$ cat src/core/sdc_pkg.sv
package sdc_pkg;

  // Conversion modes
  typedef enum logic [1:0] {
    SDC_MODE_SINGLE = 2'h0,
    SDC_MODE_MULTI = 2'h1,
    SDC_MODE_CONT = 2'h2,
    SDC_MODE_TURBO = 2'h3
  } sdc_mode_t;

  // Resolution codes
  typedef enum logic [1:0] {
    SDC_RES_8 = 2'h0,
    SDC_RES_12 = 2'h1,
    SDC_RES_16 = 2'h2,
    SDC_RES_20 = 2'h3
  } sdc_res_t;

  // Register word indexes
  localparam logic [3:0] SDC_REG_CTRL = 4'h0;
  localparam logic [3:0] SDC_REG_STAT = 4'h1;
  localparam logic [3:0] SDC_REG_RESULT = 4'h2;
  localparam logic [3:0] SDC_REG_IRQ_STAT = 4'h3;
  localparam logic [3:0] SDC_REG_IRQ_MASK = 4'h4;

  // Control field positions
  localparam int SDC_CTRL_START_BIT = 0;
  localparam int SDC_CTRL_MODE_LSB = 1;
  localparam int SDC_CTRL_RES_LSB = 3;
  localparam int SDC_CTRL_MUXSEL_LSB = 5;
  localparam int SDC_CTRL_STOP_BIT = 8;

  // Status field positions
  localparam int SDC_STAT_DONE_BIT = 0;
  localparam int SDC_STAT_BUSY_BIT = 1;
  localparam int SDC_STAT_VALID_BIT = 2;

  // Interrupt status bits
  localparam int SDC_IRQ_DONE_BIT = 0;
  localparam int SDC_IRQ_OVERRUN_BIT = 1;

  // Reset values
  localparam logic [1:0] SDC_MODE_RST = 2'h0;
  localparam logic [1:0] SDC_RES_RST = 2'h2;
  localparam logic [2:0] SDC_MUXSEL_RST = 3'h0;
  localparam logic [1:0] SDC_IRQ_RST = 2'h0;

  // Decimator pipeline depth: result valid after the fourth conversion
  localparam logic [2:0] SDC_PRIME_CONV = 3'h3;
  localparam logic [2:0] SDC_PIPE_DEPTH = 3'h4;

  // Sample rates per resolution, samples per second
  localparam int SDC_RATE_20_SPS = 187;
  localparam int SDC_RATE_16_SPS = 48000;
  localparam int SDC_RATE_12_SPS = 192000;
  localparam int SDC_RATE_8_SPS = 384000;
  localparam int SDC_CLK_HZ = 100000000;

  // Cycles per conversion, rounded up so the rate is never exceeded
  localparam int SDC_CYC_20 = (SDC_CLK_HZ + SDC_RATE_20_SPS - 1) / SDC_RATE_20_SPS;
  localparam int SDC_CYC_16 = (SDC_CLK_HZ + SDC_RATE_16_SPS - 1) / SDC_RATE_16_SPS;
  localparam int SDC_CYC_12 = (SDC_CLK_HZ + SDC_RATE_12_SPS - 1) / SDC_RATE_12_SPS;
  localparam int SDC_CYC_8 = (SDC_CLK_HZ + SDC_RATE_8_SPS - 1) / SDC_RATE_8_SPS;

  // Register bus request
  typedef struct packed {
    logic [3:0] addr;
    logic [31:0] wdata;
    logic wr;
    logic rd;
  } sdc_bus_req_t;

endpackage : sdc_pkg

$ cat src/core/sdc_sequencer.sv
// Added by the designer: strobed register access and the register offsets.
module sdc_sequencer
  import sdc_pkg::*;
#(
  parameter int CYC_20 = SDC_CYC_20,
  parameter int CYC_16 = SDC_CYC_16,
  parameter int CYC_12 = SDC_CYC_12,
  parameter int CYC_8 = SDC_CYC_8,
  parameter int DATA_W = 20
) (
  input wire logic clk,
  input wire logic rst,
  input wire logic [3:0] reg_addr,
  input wire logic [31:0] reg_wdata,
  input wire logic reg_wr,
  input wire logic reg_rd,
  output logic [31:0] reg_rdata,
  input wire logic conv_trigger_in,
  input wire logic [DATA_W-1:0] decim_data_in,
  output logic decim_reset_out,
  output logic conv_strobe_out,
  output logic [2:0] mux_sel_out,
  output logic result_ready_out,
  output logic irq_out
);

  typedef enum logic [3:0] {
    SDC_ST_STANDBY = 4'h1,
    SDC_ST_PRIME = 4'h2,
    SDC_ST_CONVERT = 4'h4,
    SDC_ST_HOLD = 4'h8
  } sdc_state_t;

  sdc_bus_req_t bus;
  sdc_state_t state_ff;
  sdc_state_t nxt_state;
  sdc_mode_t mode_ff;
  sdc_res_t res_ff;
  logic [2:0] mux_ff;
  logic [1:0] irq_stat_ff;
  logic [1:0] irq_mask_ff;
  logic [DATA_W-1:0] result_ff;
  logic ready_ff;
  logic valid_ff;
  logic [2:0] conv_cnt_ff;
  logic [2:0] since_mux_ff;
  logic [31:0] tick_ff;
  logic trig_d_ff;
  logic conv_end;
  logic sw_start;
  logic hw_start;
  logic start_req;
  logic result_rd;
  logic result_evt;
  logic ctrl_wr;
  logic stop_req;
  logic mux_change;
  logic chain_mode;
  logic idle;
  logic irq_wr_hit;
  logic [1:0] irq_set;
  logic [1:0] irq_clr;
  logic [1:0] nxt_irq_stat;

  // Cycles per conversion for a resolution code
  // The 20-bit period needs about 20 bits; 32 leave room for faster clocks
  function automatic logic [31:0] period_of(sdc_res_t r);
    case (r)
      SDC_RES_20: period_of = 32'(CYC_20);
      SDC_RES_16: period_of = 32'(CYC_16);
      SDC_RES_12: period_of = 32'(CYC_12);
      SDC_RES_8: period_of = 32'(CYC_8);
      default: period_of = 32'(CYC_16);
    endcase
  endfunction : period_of

  // Register hit decodes; the bus struct is passed in so that a
  // continuous assignment re-evaluates when any bus field moves
  function automatic logic wr_hit(sdc_bus_req_t b, logic [3:0] idx);
    wr_hit = b.wr && (b.addr == idx);
  endfunction : wr_hit

  function automatic logic rd_hit(sdc_bus_req_t b, logic [3:0] idx);
    rd_hit = b.rd && (b.addr == idx);
  endfunction : rd_hit

  assign bus = '{addr: reg_addr, wdata: reg_wdata, wr: reg_wr, rd: reg_rd};
  assign ctrl_wr = wr_hit(bus, SDC_REG_CTRL);
  assign stop_req = ctrl_wr && bus.wdata[SDC_CTRL_STOP_BIT];
  assign mux_change = ctrl_wr && (bus.wdata[SDC_CTRL_MUXSEL_LSB +: 3] != mux_ff);
  assign sw_start = ctrl_wr && bus.wdata[SDC_CTRL_START_BIT];
  assign hw_start = conv_trigger_in && !trig_d_ff;
  assign start_req = sw_start || hw_start;
  assign result_rd = rd_hit(bus, SDC_REG_RESULT);
  assign chain_mode = (mode_ff != SDC_MODE_SINGLE);
  // Standby decode shared by config gating, start and busy status
  assign idle = (state_ff == SDC_ST_STANDBY);

  ////////////////////////////////////////////////////////////////////////////
  // Trigger edge detector; input is already synchronous to clk
  // Cleared to the idle low level, so reset never fakes an edge
  always_ff @(posedge clk or posedge rst) begin
    if (rst) begin
      trig_d_ff <= 1'b0;
    end else begin
      trig_d_ff <= conv_trigger_in;
    end
  end

  ////////////////////////////////////////////////////////////////////////////
  // Configuration; mode and resolution only change in standby to keep
  // a running sequence consistent
  always_ff @(posedge clk or posedge rst) begin
    if (rst) begin
      mode_ff <= sdc_mode_t'(SDC_MODE_RST);
      res_ff <= sdc_res_t'(SDC_RES_RST);
      mux_ff <= SDC_MUXSEL_RST;
    end else if (ctrl_wr) begin
      if (idle) begin
        mode_ff <= sdc_mode_t'(bus.wdata[SDC_CTRL_MODE_LSB +: 2]);
        res_ff <= sdc_res_t'(bus.wdata[SDC_CTRL_RES_LSB +: 2]);
      end
      // Mux is taken at any time; the valid bit tells software when the
      // pipeline has flushed the old input
      mux_ff <= bus.wdata[SDC_CTRL_MUXSEL_LSB +: 3];
    end
  end

  ////////////////////////////////////////////////////////////////////////////
  // Conversion timer; one conv_end pulse per conversion period
  // Resolution only moves in standby, so a running count never
  // overshoots a period that was shortened under it
  // rate from resolution
  assign conv_end = (state_ff == SDC_ST_PRIME || state_ff == SDC_ST_CONVERT)
                    && (tick_ff == period_of(res_ff) - 32'h1);

  always_ff @(posedge clk or posedge rst) begin
    if (rst) begin
      tick_ff <= 32'h0;
    end else if (state_ff == SDC_ST_STANDBY || state_ff == SDC_ST_HOLD || conv_end) begin
      tick_ff <= 32'h0;
    end else begin
      tick_ff <= tick_ff + 32'h1;
    end
  end

  ////////////////////////////////////////////////////////////////////////////
  // Sequence state machine
  always_comb begin
    nxt_state = state_ff;
    case (state_ff)
      SDC_ST_STANDBY: begin
        if (start_req) begin
          nxt_state = SDC_ST_PRIME;
        end
      end
      SDC_ST_PRIME: begin
        if (conv_end && conv_cnt_ff == SDC_PRIME_CONV - 3'h1) begin
          nxt_state = SDC_ST_CONVERT;
        end
      end
      SDC_ST_CONVERT: begin
        if (conv_end) begin
          if (mode_ff == SDC_MODE_CONT) begin
            nxt_state = SDC_ST_CONVERT;
          // multi and turbo reprime per sample
          end else if (chain_mode) begin
            nxt_state = SDC_ST_PRIME;
          end else begin
            nxt_state = SDC_ST_HOLD;
          end
        end
      end
      SDC_ST_HOLD: begin
        // back to standby after transfer
        // A stop while holding leaves ready set until software reads
        if (result_rd || !ready_ff) begin
          nxt_state = SDC_ST_STANDBY;
        end
      end
      default: nxt_state = SDC_ST_STANDBY;
    endcase
    // Software stop leaves any running mode
    // Stop overrides every other move so software can always regain standby
    if (stop_req) begin
      nxt_state = SDC_ST_STANDBY;
    end
  end

  always_ff @(posedge clk or posedge rst) begin
    if (rst) begin
      state_ff <= SDC_ST_STANDBY;
    end else begin
      state_ff <= nxt_state;
    end
  end

  ////////////////////////////////////////////////////////////////////////////
  // Priming conversion counter
  // Counts only priming strobes; cleared whenever the machine leaves priming
  always_ff @(posedge clk or posedge rst) begin
    if (rst) begin
      conv_cnt_ff <= 3'h0;
    end else if (state_ff != SDC_ST_PRIME) begin
      conv_cnt_ff <= 3'h0;
    end else if (conv_end) begin
      conv_cnt_ff <= conv_cnt_ff + 3'h1;
    end
  end

  // Decimator reset before each primed sequence
  assign decim_reset_out = (idle && start_req)
                           || (state_ff == SDC_ST_CONVERT && conv_end && chain_mode
                               && mode_ff != SDC_MODE_CONT);
  assign conv_strobe_out = conv_end;
  assign mux_sel_out = mux_ff;
  assign result_evt = conv_end && (state_ff == SDC_ST_CONVERT);

  ////////////////////////////////////////////////////////////////////////////
  // Samples since the last mux change or decimator reset, saturating at pipe depth
  // invalid until fourth sample
  always_ff @(posedge clk or posedge rst) begin
    if (rst) begin
      since_mux_ff <= 3'h0;
    end else if (mux_change || decim_reset_out) begin
      since_mux_ff <= 3'h0;
    end else if (conv_end && since_mux_ff != SDC_PIPE_DEPTH) begin
      since_mux_ff <= since_mux_ff + 3'h1;
    end
  end

  ////////////////////////////////////////////////////////////////////////////
  // Result word and its valid flag, written only by a finished conversion
  // invalid until fourth sample
  always_ff @(posedge clk or posedge rst) begin
    if (rst) begin
      result_ff <= '0;
      valid_ff <= 1'b0;
    end else if (result_evt) begin
      result_ff <= decim_data_in;
      valid_ff <= (since_mux_ff == SDC_PIPE_DEPTH - 3'h1) || (since_mux_ff == SDC_PIPE_DEPTH);
    end
  end

  // Ready flag; a new result wins over a read in the same cycle, so a
  // fresh word is never reported as already taken
  // hold ready until read
  always_ff @(posedge clk or posedge rst) begin
    if (rst) begin
      ready_ff <= 1'b0;
    end else if (result_evt) begin
      ready_ff <= 1'b1;
    end else if (result_rd) begin
      ready_ff <= 1'b0;
    end
  end

  // ready usable as irq or dma request
  assign result_ready_out = ready_ff;

  ////////////////////////////////////////////////////////////////////////////
  // Interrupt mask, plain read and write
  always_ff @(posedge clk or posedge rst) begin
    if (rst) begin
      irq_mask_ff <= SDC_IRQ_RST;
    end else if (wr_hit(bus, SDC_REG_IRQ_MASK)) begin
      irq_mask_ff <= bus.wdata[1:0];
    end
  end

  // Interrupt events; overrun marks a result that replaced an unread one
  always_comb begin
    irq_set = 2'h0;
    irq_set[SDC_IRQ_DONE_BIT] = result_evt;
    irq_set[SDC_IRQ_OVERRUN_BIT] = result_evt && ready_ff && !result_rd;
  end

  // Write one to clear; set wins, so an event in the clear cycle is kept
  assign irq_wr_hit = wr_hit(bus, SDC_REG_IRQ_STAT);
  assign irq_clr = irq_wr_hit ? bus.wdata[1:0] : 2'h0;
  assign nxt_irq_stat = irq_set | (irq_stat_ff & ~irq_clr);

  always_ff @(posedge clk or posedge rst) begin
    if (rst) begin
      irq_stat_ff <= SDC_IRQ_RST;
    end else begin
      irq_stat_ff <= nxt_irq_stat;
    end
  end

  assign irq_out = |(irq_stat_ff & irq_mask_ff);

  ////////////////////////////////////////////////////////////////////////////
  // Read data, one cycle after the strobe, zero otherwise
  // Only a RESULT read has a side effect; it releases the ready flag
  always_ff @(posedge clk or posedge rst) begin
    if (rst) begin
      reg_rdata <= 32'h0;
    end else begin
      reg_rdata <= 32'h0;
      if (bus.rd) begin
        case (bus.addr)
          SDC_REG_CTRL: begin
            reg_rdata[SDC_CTRL_MODE_LSB +: 2] <= mode_ff;
            reg_rdata[SDC_CTRL_RES_LSB +: 2] <= res_ff;
            reg_rdata[SDC_CTRL_MUXSEL_LSB +: 3] <= mux_ff;
          end
          SDC_REG_STAT: begin
            reg_rdata[SDC_STAT_DONE_BIT] <= ready_ff;
            reg_rdata[SDC_STAT_BUSY_BIT] <= !idle;
            reg_rdata[SDC_STAT_VALID_BIT] <= valid_ff;
          end
          SDC_REG_RESULT: reg_rdata[DATA_W-1:0] <= result_ff;
          SDC_REG_IRQ_STAT: reg_rdata[1:0] <= irq_stat_ff;
          SDC_REG_IRQ_MASK: reg_rdata[1:0] <= irq_mask_ff;
          default: reg_rdata <= 32'h0;
        endcase
      end
    end
  end

endmodule : sdc_sequencer

$ cat config.mk
export PLATFORM = sky130hd
export DESIGN_NAME = sdc_sequencer
export DESIGN_NICKNAME = d
export VERILOG_FILES = /design/src/core/sdc_pkg.sv /design/src/core/sdc_sequencer.sv
export SDC_FILE = /design/constraint.sdc
export NUM_CORES = 1
export LEC_CHECK = 0
export BUFFER_PORTS_ARGS = -buffer_cell sky130_fd_sc_hd__buf_2
export CORE_ASPECT_RATIO = 0.6
export CORE_MARGIN = 2
export CORE_UTILIZATION = 30
export DETAILED_ROUTE_END_ITERATION = 16
export PLACE_DENSITY = 0.45
export SYNTH_ARGS = -nofsm -noshare
export SYNTH_HDL_FRONTEND = slang
export SYNTH_SLANG_ARGS = --single-unit
export TNS_END_PERCENT = 1
$ cat constraint.sdc
create_clock -name clk -period 5.2 [get_ports clk]
set_clock_uncertainty 0.2 [all_clocks]
set_input_delay 0.26 -clock clk [delete_from_list [all_inputs] [get_ports clk]]
set_output_delay 0.26 -clock clk [all_outputs]
set_load 0.02 [all_outputs]
* Word-level counts from Yosys, hierarchy flattened
Cells that the tools add are included.
** Cells by class
- $add $sub $neg :: 4
- Div/mod/pow operators :: 0
- Muxes and demuxes :: 23
- Equality and inequality tests :: 24
- Bitwise logic cells :: 4
- Magnitude comparators :: 0
- Multipliers :: 0
- Shift operators :: 0
- Reductions and logical operators :: 38
** Operators by type and width (count)
- 32-bit one-hot mux with 4 select lines :: 1
- 32-bit by 1-bit adder with 32-bit output, second input constant :: 1
- 32-bit equality test :: 1
- 32-bit two-way mux :: 1
- 32-bit by 1-bit subtractor with 32-bit output, second input constant :: 1
- 4-bit two-way mux :: 7
- 20-bit two-way mux :: 1
- 1-bit logical AND :: 17
- 4-bit one-hot mux with 4 select lines :: 1
- 4-bit by 2-bit equality test with 1-bit output, second input constant :: 3
- 12-bit two-way mux :: 1
- 3-bit two-way mux :: 4
- 5-bit one-hot mux with 2 select lines :: 1
- 3-bit inequality test, second input constant :: 3
- 4-bit by 1-bit equality test with 1-bit output, second input constant :: 2
- 4-bit by 3-bit equality test with 1-bit output, second input constant :: 2
- 1-bit logical OR :: 8
- 2-bit nonzero test :: 4
- 3-bit by 1-bit adder with 3-bit output, second input constant :: 2
- 2-bit equality test, second input constant :: 3
- 3-bit by 2-bit equality test with 1-bit output, second input constant :: 2
- 3-bit by 2-bit inequality test with 1-bit output, second input constant :: 2
- 1-bit one-hot mux with 5 select lines :: 1
- 2-bit AND :: 2
- other kinds (18) :: 22
** Storage, ports and cells
- RAM bits :: 0
- Memories :: 0
- Bits of input ports :: 61
- Memory bits (read-only) :: 0
- Output and inout bits :: 39
- Word-level logic and storage cells :: 107
- Flip-flop bits (word level) :: 108
- Latch bits :: 0

* Logic depth before layout (Yosys ltp)
- Word-level depth :: 11
- Depth in mapped cells :: 9
- Mapped depth without buffers :: 8

* Least setup slack after synthesis
No wires, ideal clock.
- Kind :: reg-to-output
- Start point :: register res_ff[0]
- End point :: output port decim_reset_out
- Data arrival time :: 2357 ps
- Path buffers :: 1
- Path slack :: 2383 ps
- Cell stages (with the launch flop) :: 9
- Path through :: dfrtp_1 > inv_1 > ha_1 > or2_1 > or4b_1 > a2bb2oi_2 > nand3_1 > buf_2 > o22ai_1
** On the way
- Longest elaborated chain between the ends :: 9
- Elaborated cells on any way between the ends :: 12
** Ends and longest elaborated chain
- start: declaration :: RTL line sdc_sequencer.sv:38 : sdc_res_t res_ff;
- start signal: assignment :: RTL line sdc_sequencer.sv:116 : res_ff <= sdc_res_t'(SDC_RES_RST);
- start signal: assignment :: RTL line sdc_sequencer.sv:121 : res_ff <= sdc_res_t'(bus.wdata[SDC_CTRL_RES_LSB +: 2]);
- 2-bit by 1-bit equality test with 1-bit output, or another cell as far along :: RTL line sdc_sequencer.sv:68 : case (r)
- 32-bit one-hot mux with 4 select lines (*) :: RTL line sdc_sequencer.sv:68
- 32-bit by 1-bit subtractor with 32-bit output (*) :: RTL line sdc_sequencer.sv:135 : && (tick_ff == period_of(res_ff) - 32'h1);
- 32-bit equality test (*) :: RTL line sdc_sequencer.sv:135
- 1-bit logical AND (*) :: RTL line sdc_sequencer.sv:135
- 1-bit logical AND (*) (2 in a row) :: RTL line sdc_sequencer.sv:213 : || (state_ff == SDC_ST_CONVERT && conv_end && chain_mode
- 1-bit logical AND (*) :: RTL line sdc_sequencer.sv:214 : && mode_ff != SDC_MODE_CONT);
- 1-bit logical OR (*) :: RTL line sdc_sequencer.sv:213
- end: declaration :: RTL line sdc_sequencer.sv:20 : output logic decim_reset_out,
Mark *: on every way between the ends. The rest lies on a longest branch, timed or not. The select of a mux whose other input is x is not followed.

* Final worst setup path
- Start point :: register res_ff[1]
- End point :: output port decim_reset_out
Same word-level chain as after synthesis.

==> summary.md <==
| Metric | Value |
|---|---|
| Most used flip-flop cell after synthesis | sky130_fd_sc_hd__dfrtp_1 |
| Final worst setup slack | 1500 ps |
| Boundary Pins | 100 |
| Maximum number of pins on one net before global-route repair | 51 |
| Fraction of the mapped netlist area in simple logic gates | 0.191 |
| Number of clock sinks seen by CTS | 96 |
| Minimum setup slack after placement | 1770 ps |
| Worst hold path class | in2reg |
| Max-capacitance violation count | 0 |
| Diodes inserted | 0 |
| XOR/XNOR Fraction of Synth Area | 0.0741 |
| GRT Overall Usage | 0.135 |
| Number of DRC violations after detailed-routing iteration 0 | 236 |
| Worst hold path stage count | 3 |
| Number of iterations in the first detailed-routing pass | 6 |
| Tightest Pin Transition | 1050 ps |
| Sum of overflow across all layers after global routing | 0 |
| Leakage | 2.66 nW |
| WL met2 | 4200 um |
| Remaining routing DRC violations | 0 |
| Final nets | 608 |
| CP Capture Type | output pin |
| Post-CTS Setup Bufs | 0 |
| Number of input and output port buffers inserted | 64 |
| Maximum clock frequency | 0.270 GHz |
| Critical Path Source Type | flip-flop |
| Most common cell type on the critical path | sky130_fd_sc_hd__nand3_1 |
| Main combinational cell family by area after synthesis | simple AND/OR/NAND/NOR gates |
| Largest driver fanout on the critical path | 15 |
| Detailed placement HPWL | 7630 um |
| Slew Limit Headroom | 0.293 |
| Power density over the cells | approximately 350 nW/um^2 |
| Post-synthesis register bit count | 96 |
| Antenna violations before repair | 0 |
| Syn Area/Cell | 10.6 um^2 |
| Clock latency of the later-clocked register in the worst-skew pair | 340 ps |
| Hold EP | reg_rdata[2] |
| Routed len/inst | 14.5 um |
| Die Ht | 101 um |
| Clock tree from TritonCTS | done |
| Max incr delay on CP | 600 ps |
| Signed area change from the synthesized netlist to the final layout | 23.0% |
| Number of enable-type register cells in the synthesized netlist | 0 |
| CP required | roughly 4700 ps |
| Clock transition time at the flip-flop clock pins of the worst setup and hold paths | 70 ps |
| Sequential share of the synthesized area | 0.509 |
| Setup TNS | 0 ps |
| Finish-stage setup viols | 0 |
| R2r worst-path depth | 8 |
| Class of the most critical setup path | reg2out |
| Slew Viols, Final | 0 |
| Post-route insts no fill | 744 |
| Tot Pwr | 0.00203 W |
| Core box area | between 15,000 and 20,000 um^2 |
| Share of synthesized cell area in full adder, half adder and majority cells | 0.0291 |
| RSZ-0062 raised after global routing | no |
| Final hold violation count | 0 |
| Average via count per standard cell | 4.62 |
| Fraction of synthesized area in multiplexers | 0.0757 |
| Number of fillers in the final layout | 1,536 |
| IR Drop Worst-Case VDD | about 0.18 mV |
| Final WL | 10,800 um |
| Fraction of layout cells with a size suffix above 1 | 0.196 |
| Hold Startpoint | reg_rd |
| Deepest clock path buffer count | 2 |
| Starting utilization of the core area | 0.307 |
| Library cell contributing the largest single delay on the critical path | sky130_fd_sc_hd__dfstp_2 |
| Synth Instances | 445 |
| Endpoint of the worst-slack reg-to-reg timing path | since_mux_ff[1] |
| Highest metal layer with signal wires | met4 |
| Weighted congestion reported at the end of routability-driven placement | 0.792 |
| Row cnt | 35 |
| Ordered cell list for the critical path | inv_1 > ha_1 > xor2_1 > nand3_1 > nor3_1 > nand3_1 > o22ai_1 > buf_2 |
| Post-route antenna net violation count | 0 |
| Fin crit share | 0.712 |
| Cell area after synthesis | 4730 um^2 |
| Crit path arrival time | 3240 ps |
| Number of distinct library cells after synthesis | 56 |
| Full die area | between 15,000 and 20,000 um^2 |
| Register area | ~2400 um^2 |
| Met3 Wirelength | 350 um |
| Inserted Clock Buffers | 9 |
| Register-to-register path setup slack | 1750 ps |
| Via count of the first global-routing pass | 3,423 |
| Area fraction in compound gates after synthesis | 0.0720 |
| H-Tree Level Count | 3 |
| Worst hold slack across all endpoints | ~25 ps |
| Synth Warn # | 0 |
| Floorplan die width | 166 um |
| Number of instances in the placed design | approximately 700 |
| Clock period minus final worst setup slack | 3700 ps |
| Total vias in the final route | approximately 3,400 |
| Cell at the root of the clock tree | sky130_fd_sc_hd__clkbuf_16 |
| Area of combinational cells with multiple inputs | between 2000 and 2500 um^2 |
| Share of async-settable or async-resettable flops after synthesis | 1.00 |
| Run status | finished clean |
| Worst r2r src | res_ff[1] |
| Wire length of the first global-routing pass | 18,100 um |
| Metal1 wirelength | 6180 um |
## stage by stage
| stage | instance area [um^2] | util |
|---|---|---|
| floorplan | 4770 | - |
| global placement | 5220 | 0.340 |
| detailed placement | 5220 | 0.340 |
| CTS | 5810 | 0.378 |
| global route | 5810 | 0.378 |
| finish | 5810 | 0.378 |
## worst max path at each step
stage | slack (ps) | start | cells after the start | end
finish | 1500 | res_ff[1] | 8 | decim_reset_out
global route | 1250 | res_ff[0] | 8 | decim_reset_out
CTS | 1470 | res_ff[0] | 8 | decim_reset_out
detailed placement | 1770 | res_ff[0] | 8 | since_mux_ff[1]
global placement | 1870 | res_ff[0] | 9 | tick_ff[31]
floorplan | 2240 | rst | 1 | conv_cnt_ff[0]
## critical path: cells and delay by family, from the launching register on
kind / cells / cell delay [ps]
flops: 1 / 600
compound gates: 1 / 340
xor+xnor: 1 / 150
fa+ha+maj: 1 / 300
buf+inv: 2 / 320
simple gates: 3 / 1190
## cells in the mapped netlist, types with 9 or more instances
master,count,share of area
sky130_fd_sc_hd__dfrtp_1,94,0.50
sky130_fd_sc_hd__nor2_1,49,0.039
sky130_fd_sc_hd__nand2_1,28,0.022
sky130_fd_sc_hd__xor2_1,26,0.048
sky130_fd_sc_hd__inv_1,19,0.015
sky130_fd_sc_hd__mux2_1,17,0.041
sky130_fd_sc_hd__nand3_1,15,0.016
sky130_fd_sc_hd__xnor2_1,14,0.026
sky130_fd_sc_hd__and2_1,12,0.016
sky130_fd_sc_hd__buf_4,12,0.019
sky130_fd_sc_hd__ha_1,11,0.029
sky130_fd_sc_hd__mux2_2,11,0.026
sky130_fd_sc_hd__nand4_1,11,0.015
sky130_fd_sc_hd__o21ai_0,11,0.012
sky130_fd_sc_hd__clkbuf_1,10,0.0079
sky130_fd_sc_hd__a21oi_1,9,0.0095
sky130_fd_sc_hd__nor4_1,9,0.012
## timing repair
action                     in CTS  in global routing
hold buffers                   29                  0
hold endpoints to repair       75                  0
setup endpoints to repair       0                  0
resized for setup               0                  0
## cell usage in the layout (no fill, tap or decap), types with 7 or more instances in the layout
| cell | count |
|---|---|
| sky130_fd_sc_hd__o21ai_0 | 11 |
| sky130_fd_sc_hd__dlygate4sd3_1 | 29 |
| sky130_fd_sc_hd__nand3_1 | 15 |
| sky130_fd_sc_hd__nand2_1 | 28 |
| sky130_fd_sc_hd__nor3_1 | 7 |
| sky130_fd_sc_hd__xor2_1 | 26 |
| sky130_fd_sc_hd__dfrtp_1 | 94 |
| sky130_fd_sc_hd__and2_1 | 12 |
| sky130_fd_sc_hd__conb_1 | 12 |
| sky130_fd_sc_hd__buf_2 | 64 |
| sky130_fd_sc_hd__a21oi_1 | 9 |
| sky130_fd_sc_hd__mux2_1 | 17 |
| sky130_fd_sc_hd__nor4_1 | 8 |
| sky130_fd_sc_hd__clkbuf_16 | 9 |
| sky130_fd_sc_hd__xnor2_1 | 14 |
| sky130_fd_sc_hd__nor2_1 | 49 |
| sky130_fd_sc_hd__nand4_1 | 11 |
| sky130_fd_sc_hd__mux2_2 | 11 |
| sky130_fd_sc_hd__inv_1 | 18 |
| sky130_fd_sc_hd__ha_1 | 11 |
## kinds of logic (layout without fill, tap and decap cells)
group / Yosys count / count (layout)
and+or+nand+nor: 172 / 172
AOI/OAI and AO/OA: 47 / 47
adders and majority gates: 11 / 11
buffers and inverters: 47 / 132
other: 1 / 12
muxes: 31 / 31
xor gates and xnor gates: 40 / 40
DFF: 96 / 96
## area by class of cell
class | count | area share
sequential | 96 | 0.414
timing repair buffer | 97 | 0.110
tap | 203 | 0.0437
multi-input combinational | 313 | 0.368
clock inverter | 7 | 0.0125
inverter | 19 | 0.0127
clock buffer | 9 | 0.0388
## sequential cells by signal (all words and copies together) (netlist names)
register and count:
tick_ff 32, reg_rdata 20, result_ff 20, state_ff 4, conv_cnt_ff 3, mux_sel_out 3
since_mux_ff 3, irq_mask_ff 2, irq_stat_ff 2, mode_ff 2, res_ff 2, result_ready_out 1
trig_d_ff 1, valid_ff 1
## routing by layer
layer	vias to the layer above	track usage
met5	-	0
met4	0	0.0281
met3	8	0.0297
met2	63	0.186
met1	1661	0.214
li1	1702	-
## where the power goes
group / leakage, nW / switching (W) / internal (W)
registers: 1.27 / 0.0000844 / 0.000812
logic: 1.26 / 0.000278 / 0.000198
clock network: 0.136 / 0.000317 / 0.000339
Note: power is estimated with default switching activity, not from simulation.
